[src/hw/gpqd_regs.svh]
// Register map, field layout and codes of the GPIO qualifier block
`ifndef GPQD_REGS_SVH
`define GPQD_REGS_SVH

// Bus and register map
`define GPQD_AW          8
`define GPQD_DW          32
`define GPQD_OFS_SEL_A   8'h00
`define GPQD_OFS_SEL_B   8'h04
`define GPQD_OFS_DIR_A   8'h08
`define GPQD_OFS_PRD_A   8'h0C
`define GPQD_OFS_LEVEL   8'h10

// Reset values
`define GPQD_RST_SEL_A   32'h0000_0000
`define GPQD_RST_SEL_B   14'h0000
`define GPQD_RST_DIR_A   32'h0000_0000
`define GPQD_RST_PRD_A   32'h0000_0000

// Field layout
`define GPQD_SEL_B_W     14
`define GPQD_NHI         16
`define GPQD_NB          7
`define GPQD_NQ          23
`define GPQD_NGRP        3
`define GPQD_GRP_PINS    8
`define GPQD_PRD_W       8
`define GPQD_PRD_LSB_B   0
`define GPQD_PRD_LSB_LO  16
`define GPQD_PRD_LSB_HI  24

// Qualifier codes and sample windows
`define GPQD_Q_SYNC      2'h0
`define GPQD_Q_3         2'h1
`define GPQD_Q_6         2'h2
`define GPQD_Q_ASYNC     2'h3
`define GPQD_HIST_W      6
`define GPQD_WIN3_MSK    6'h07
`define GPQD_WIN6_MSK    6'h3F
`define GPQD_CNT_W       9
`define GPQD_CNT_ONE     9'h001

`endif

[src/hw/gpqd_pkg.sv]
// Types shared by the GPIO qualifier block
`include "gpqd_regs.svh"
package gpqd_pkg;
   typedef logic [`GPQD_NQ-1:0] gpqd_pins_t;
   typedef logic [`GPQD_CNT_W-1:0] gpqd_cnt_t;

   typedef struct packed {
      logic [`GPQD_DW-1:0]                    sel_a;
      logic [`GPQD_SEL_B_W-1:0]               sel_b;
      logic [`GPQD_DW-1:0]                    dir_a;
      logic [`GPQD_DW-1:0]                    prd_a;
      logic [`GPQD_DW-1:0]                    rdata;
      gpqd_pins_t                             sync1;
      gpqd_pins_t                             sync2;
      gpqd_pins_t                             qual;
      logic [`GPQD_NQ-1:0][`GPQD_HIST_W-1:0]  hist;
      logic [`GPQD_NGRP-1:0][`GPQD_CNT_W-1:0] cnt;
   } gpqd_state_s;
endpackage

[src/hw/gpqd_top.sv]
// GPIO input qualifier select and port A direction control
`timescale 1ns/1ps
`include "gpqd_regs.svh"
module gpqd_top (
   // Clock and reset
   input  wire logic                 mclk_i,
   input  wire logic                 nrst_i,
   // Register port
   input  wire logic [`GPQD_AW-1:0]  addr_i,
   input  wire logic [`GPQD_DW-1:0]  wdata_i,
   input  wire logic                 wr_i,
   input  wire logic                 rd_i,
   output logic      [`GPQD_DW-1:0]  rdata_o,
   input  wire logic                 protected_write_permit_i,
   // Qualified inputs, port A upper half and port B
   input  wire logic [`GPQD_NHI-1:0] pin_a_hi_i,
   input  wire logic [`GPQD_NB-1:0]  pin_b_i,
   input  wire logic [`GPQD_NHI-1:0] periph_a_hi_i,
   input  wire logic [`GPQD_NB-1:0]  periph_b_i,
   output logic      [`GPQD_NHI-1:0] in_a_hi_o,
   output logic      [`GPQD_NB-1:0]  in_b_o,
   // Port A output drivers
   input  wire logic [`GPQD_DW-1:0]  gpio_mode_a_i,
   input  wire logic [`GPQD_DW-1:0]  port_a_output_latch_i,
   input  wire logic [`GPQD_DW-1:0]  periph_dout_a_i,
   input  wire logic [`GPQD_DW-1:0]  periph_oe_a_i,
   output logic      [`GPQD_DW-1:0]  pad_a_o,
   output logic      [`GPQD_DW-1:0]  pad_a_oe_o
);

   gpqd_pkg::gpqd_state_s                  state_ff;
   gpqd_pkg::gpqd_state_s                  nxt_state;
   gpqd_pkg::gpqd_pins_t                   pin_raw;
   gpqd_pkg::gpqd_pins_t                   periph;
   gpqd_pkg::gpqd_pins_t                   bypass;
   gpqd_pkg::gpqd_pins_t                   in_all;
   logic [`GPQD_NQ-1:0][1:0]               sel_all;
   logic [`GPQD_NGRP-1:0]                  strb;
   logic [`GPQD_NGRP-1:0][`GPQD_CNT_W-1:0] prd_cyc;
   logic [`GPQD_NGRP-1:0][`GPQD_PRD_W-1:0] prd_fld;
   logic                                   wr_ok;

   assign pin_raw = {pin_b_i, pin_a_hi_i};
   assign periph  = {periph_b_i, periph_a_hi_i};
   assign sel_all = {state_ff.sel_b, state_ff.sel_a};
   assign wr_ok   = wr_i && protected_write_permit_i;

   // Group 0: pins 16-23, group 1: pins 24-31, group 2: port B
   assign prd_fld[0] = state_ff.prd_a[`GPQD_PRD_LSB_LO +: `GPQD_PRD_W];
   assign prd_fld[1] = state_ff.prd_a[`GPQD_PRD_LSB_HI +: `GPQD_PRD_W];
   assign prd_fld[2] = state_ff.prd_a[`GPQD_PRD_LSB_B +: `GPQD_PRD_W];

   for (genvar g = 0; g < `GPQD_NGRP; g++) begin : g_prd
      // Code 0 means one clock, otherwise twice the code
      assign prd_cyc[g] = (prd_fld[g] == '0) ? `GPQD_CNT_ONE
                                             : {prd_fld[g], 1'b0};
      assign strb[g] = (state_ff.cnt[g] == '0);
   end

   // Bypass is combinational on purpose: no flop may add latency
   for (genvar k = 0; k < `GPQD_NQ; k++) begin : g_pin
      assign bypass[k] = (sel_all[k] == `GPQD_Q_ASYNC) && periph[k];
      assign in_all[k] = bypass[k] ? pin_raw[k] : state_ff.qual[k];
   end

   assign in_a_hi_o = in_all[`GPQD_NHI-1:0];
   assign in_b_o    = in_all[`GPQD_NQ-1:`GPQD_NHI];

   for (genvar i = 0; i < `GPQD_DW; i++) begin : g_pad
      // Peripheral pins keep their own enable whatever the direction
      assign pad_a_oe_o[i] = gpio_mode_a_i[i] ? state_ff.dir_a[i]
                                              : periph_oe_a_i[i];
      assign pad_a_o[i] = gpio_mode_a_i[i] ? port_a_output_latch_i[i]
                                           : periph_dout_a_i[i];
   end

   assign rdata_o = state_ff.rdata;

   always_comb begin
      logic [`GPQD_HIST_W-1:0] h;
      logic [`GPQD_HIST_W-1:0] m;
      int                      grp;
      h         = '0;
      m         = '0;
      grp       = 0;
      nxt_state = state_ff;

      nxt_state.sync1 = pin_raw;
      nxt_state.sync2 = state_ff.sync1;

      // A period change waits for the running count to expire
      for (int g = 0; g < `GPQD_NGRP; g++) begin
         if (strb[g]) begin
            nxt_state.cnt[g] = prd_cyc[g] - `GPQD_CNT_ONE;
         end else begin
            nxt_state.cnt[g] = state_ff.cnt[g] - `GPQD_CNT_ONE;
         end
      end

      // History keeps shifting in every mode; a mode change leaves it as it is
      for (int k = 0; k < `GPQD_NQ; k++) begin
         if (k < `GPQD_GRP_PINS) begin
            grp = 0;
         end else if (k < `GPQD_NHI) begin
            grp = 1;
         end else begin
            grp = 2;
         end
         h = {state_ff.hist[k][`GPQD_HIST_W-2:0], state_ff.sync2[k]};
         m = (sel_all[k] == `GPQD_Q_3) ? `GPQD_WIN3_MSK : `GPQD_WIN6_MSK;
         if (strb[grp]) begin
            nxt_state.hist[k] = h;
         end
         case (sel_all[k])
            `GPQD_Q_3, `GPQD_Q_6: begin
               if (strb[grp] && ((h & m) == m)) begin
                  nxt_state.qual[k] = 1'b1;
               end else if (strb[grp] && ((h & m) == '0)) begin
                  nxt_state.qual[k] = 1'b0;
               end
            end
            default: begin
               nxt_state.qual[k] = state_ff.sync2[k];
            end
         endcase
      end

      // Period register is protected like the selectors
      if (wr_ok) begin
         case (addr_i)
            `GPQD_OFS_SEL_A: begin
               nxt_state.sel_a = wdata_i;
            end
            `GPQD_OFS_SEL_B: begin
               nxt_state.sel_b = wdata_i[`GPQD_SEL_B_W-1:0];
            end
            `GPQD_OFS_DIR_A: begin
               nxt_state.dir_a = wdata_i;
            end
            `GPQD_OFS_PRD_A: begin
               nxt_state.prd_a = wdata_i;
            end
            default: begin
            end
         endcase
      end

      // Read data stands for one cycle and is zero otherwise
      nxt_state.rdata = '0;
      if (rd_i) begin
         case (addr_i)
            `GPQD_OFS_SEL_A: begin
               nxt_state.rdata = state_ff.sel_a;
            end
            `GPQD_OFS_SEL_B: begin
               nxt_state.rdata = {{(`GPQD_DW-`GPQD_SEL_B_W){1'b0}},
                                  state_ff.sel_b};
            end
            `GPQD_OFS_DIR_A: begin
               nxt_state.rdata = state_ff.dir_a;
            end
            `GPQD_OFS_PRD_A: begin
               nxt_state.rdata = state_ff.prd_a;
            end
            `GPQD_OFS_LEVEL: begin
               nxt_state.rdata = {{(`GPQD_DW-`GPQD_NQ){1'b0}},
                                  state_ff.qual};
            end
            default: begin
               nxt_state.rdata = '0;
            end
         endcase
      end
   end

   always_ff @(posedge mclk_i or negedge nrst_i) begin
      if (!nrst_i) begin
         state_ff <= '{sel_a: `GPQD_RST_SEL_A,
                       sel_b: `GPQD_RST_SEL_B,
                       dir_a: `GPQD_RST_DIR_A,
                       prd_a: `GPQD_RST_PRD_A,
                       default: '0};
      end else begin
         state_ff <= nxt_state;
      end
   end
endmodule
[config.mk]
export PLATFORM = sky130hd
export DESIGN_NAME = gpqd_top
export DESIGN_NICKNAME = d
export VERILOG_FILES = /design/src/hw/gpqd_pkg.sv /design/src/hw/gpqd_top.sv
export VERILOG_INCLUDE_DIRS = /design/src /design/src/hw
export SDC_FILE = /design/constraint.sdc
export NUM_CORES = 1
export LEC_CHECK = 0
export BUFFER_PORTS_ARGS = -buffer_cell sky130_fd_sc_hd__buf_2
export CORE_ASPECT_RATIO = 1.75
export CORE_MARGIN = 2
export CORE_UTILIZATION = 25
export DETAILED_ROUTE_END_ITERATION = 10
export PLACE_DENSITY = 0.41
export SLEW_MARGIN = 0
export SYNTH_ARGS = -nofsm -noshare
export SYNTH_HDL_FRONTEND = slang
export SYNTH_SLANG_ARGS = --single-unit
[constraint.sdc]
create_clock -name mclk_i -period 2.64 [get_ports mclk_i]
set_input_delay 0.528 -clock mclk_i [delete_from_list [all_inputs] [get_ports mclk_i]]
set_output_delay 0.528 -clock mclk_i [all_outputs]
set_load 0.05 [all_outputs]
==> flow_summary.yaml <==
synthesis:
  synth_common_cells: "385 x nand2_1, 353 x dfrtp_1, 194 x mux2_2, 80 x nor2_1, 49 x ha_1"
  ys_ff_latch: 353
  async_reset_ff_share_pct: 100
  ys_seq_area_share_pct: 52.7
  yosysTopAreaCell: "dfrtp_1"
  synth-warning-count: 0
  synth_edf_count: 0
  synth_cell_type_count: 63
  netlist_area_um2: 16800
  yosys-top-cells-area: "dfrtp_1 53%, mux2_2 13%, nand2_1 8.6%"
  synthFlopType: "dfrtp_1"
  synthCells: 1566
  synth_most_common_cell: "nand2_1"
  yosysTopAreaCellShare_pct: 52.7
  synth_nets: 1834
  syn_area_per_cell_um2: 10.7
setup_path:
  worstPathCellList: "or4_4 > nor3_4 > a31oi_1 > ha_1 > nor3b_2 > o2111a_1 > a211o_1 > o311a_1"
  path_class: "flip-flop to flip-flop"
  r2r-start: "state_ff[12]$_DFF_PN0_"
  arrival_ps: 2940
  worstSetupStartpointType: "flip-flop"
  ff2ff_path_depth: 8
  critPathMaxFanout: 4
  critPathRequiredTime_ps: 3070
  rr_endpoint: "state_ff[17]$_DFF_PN0_"
  critPathMaxStageDelay_ps: 580
  r2r_setup_slack_ps: 130
  slowest_stage: "or4_4"
  worstSetupEndpointType: "flip-flop"
clock_tree:
  cts_tree: "built"
  clock_sinks: 353
  clkTransAtPathRegs_ps: 60
  htree_levels: 2
  clockRootBuffer: "clkbuf_16"
  clkLatencyLatePin_ps: 550
  numCtsBuffers: 38
  cts_buffer_depth: 3
floorplan:
  core_um2: 66300
  ioPinCount: 338
  initial_core_util_pct: 25.3
  die-area_um2: 69300
  die_w_um: 200
  die_h_um: 347
  rows: 125
worst_hold_path:
  min_from: "pin_b_i[5]"
  min_path_type: "input port to flip-flop"
  hold_end: "nxt_state[209]$_DFF_PN0_"
  hold_depth: 1
cells_and_area:
  drive_above_1_share_pct: 35.3
  syn2layout_area_growth_pct: 24.8
  regArea_um2: 8830
  final_cells: 2827
  nNetsFinal: 2177
  multiInputGateArea_um2: 7340
  n_fill_cell: 6942
timing:
  max_freq_ghz: 0.398
  rsz0062_at_grt: "false"
  tns_ps: 0
  worst_slew_pin_slew_ps: 981
  setup_viol: 0
  final_hold_viol_count: 0
  maxSlewViolCount: 0
  fin_crit_ps: 2510
  period_share_pct: 95.2
  whs_ps: 93.1
  clock_skew_ps: 23.9
  finalWorstSetupSlack_ps: 127
  slew_headroom_pct: 32.9
grt:
  grt_pass1_wl_um: 82600
  busiest_layer: "met2"
  met2_usage_pct: 29.2
  met3_usage_pct: 2.32
  overflow: 0
  grtUsageMet1_pct: 18.1
  grt_usage_pct: 15.8
  antenna_found_initial: 9
  grt_max_degree: 76
  grt_pass1_vias: 13700
routing:
  drt_iter0_markers: 695
  via_count: 13200
  via_per_inst: 4.66
  drt-wirelength-per-cell_um: 19.4
  antenna_left: 0
  first_pass_iters: 5
  drt-total-wl_um: 55000
  drc_errors: 0
placement:
  dp.cells: 2755
  place.gp.congestion: 0.806
  place_hpwl_um: 41300
  dpl_worst_slack_ps: 7.49
  io_buffers: 337
status:
  status: "finished, final reports clean"
run:
  drv_cap: 0
power:
  p_per_area_nw_per_um2: 766
  leakagePower_nw: 10.3
  ir_drop_v: 0.000471
[cells in the final DEF, fill, tap and decap left out, drive strengths merged, types with 18 or more instances in the layout]
master  count
nand2     385
o21ai      26
mux2      205
nor4       25
a22oi      25
a31oi      18
nor3       50
dfrtp     353
ha         49
clkbuf     58
inv        34
nor2       80
buf       396
a21oi      31
[cell type report]
cell class,count,share of cell area (%)
Antenna cell,1,0.0120
Timing Repair Buffer,397,10.7
Sequential cell,353,42.2
Inverter,32,0.574
Clock inverter,10,0.807
Clock buffer,58,5.28
Tap cell,889,5.31
Multi-Input combinational cell,1087,35.1
[worst max-delay path by stage]
stage                        endpoint                    from  cells after the start  slack [ps]
2_1_floorplan   state_ff[6]$_DFF_PN0_   state_ff[3]$_DFF_PN0_                     11          10
3_3_place_gp   state_ff[17]$_DFF_PN0_  state_ff[12]$_DFF_PN0_                      8          90
3_5_place_dp   state_ff[17]$_DFF_PN0_  state_ff[14]$_DFF_PN0_                      8           7
6_report       state_ff[17]$_DFF_PN0_  state_ff[12]$_DFF_PN0_                      8         130
5_1_grt        state_ff[17]$_DFF_PN0_  state_ff[12]$_DFF_PN0_                      8           6
4_1_cts        state_ff[17]$_DFF_PN0_  state_ff[14]$_DFF_PN0_                      8          50
[sequential cells by signal (all words and copies together), names as in the netlist]
signal	flops
nxt_state	23
prd_fld	24
rdata_o	32
sel_all	46
state_ff	228
[power breakdown]
| part | internal (mW) | total [mW] | switching, mW |
|---|---|---|---|
| sequential | 6.38 | 7.42 | 1.04 |
| combinational | 1.29 | 3.07 | 1.78 |
| clock | 3.29 | 5.55 | 2.26 |
[timing repair]
item	in CTS	in global routing
endpoints found under the hold margin	39	0
pin swaps	1	1
endpoints found under the setup margin	1	4
resized for setup	0	5
gates cloned	0	0
setup buffers	2	0
hold buffers	1	0
[worst max-delay path, delay by kind of cell (launching register included)]
family | cells | cell delay (ps)
AND/OR/NAND/NOR | 3 | 1020
AO/OA/AOI/OAI | 4 | 700
flip-flops | 1 | 420
adder cells (fa/ha/maj) | 1 | 260
[stage by stage]
step / cell area, um^2 / util, % / power (mW)
2_1_floorplan: 16800 / - / 9.40
3_3_place_gp: 19600 / 29.6 / 10.5
3_5_place_dp: 19600 / 29.6 / 10.6
4_1_cts: 20900 / 31.5 / 16.2
5_1_grt: 20900 / 31.6 / 17.0
6_report: 20900 / 31.6 / 16.0
[layer usage]
metal / part of all wire, % / wire length, um
met5: 0.12 / 64
met4: 3.5 / 1900
met3: 4.5 / 2480
met2: 52 / 28900
met1: 39 / 21700
[logic make-up after synthesis]
kind of cell	Yosys count	synth area share [%]
and+or+nand+nor	585	14.9
DFF	353	52.7
AOI/OAI and AO/OA	224	9.76
muxes	219	14.6
buffers and inverters	126	3.87
adders and majority gates	49	3.66
xor gates and xnor gates	10	0.522
Power figures use the tool's default switching activity.
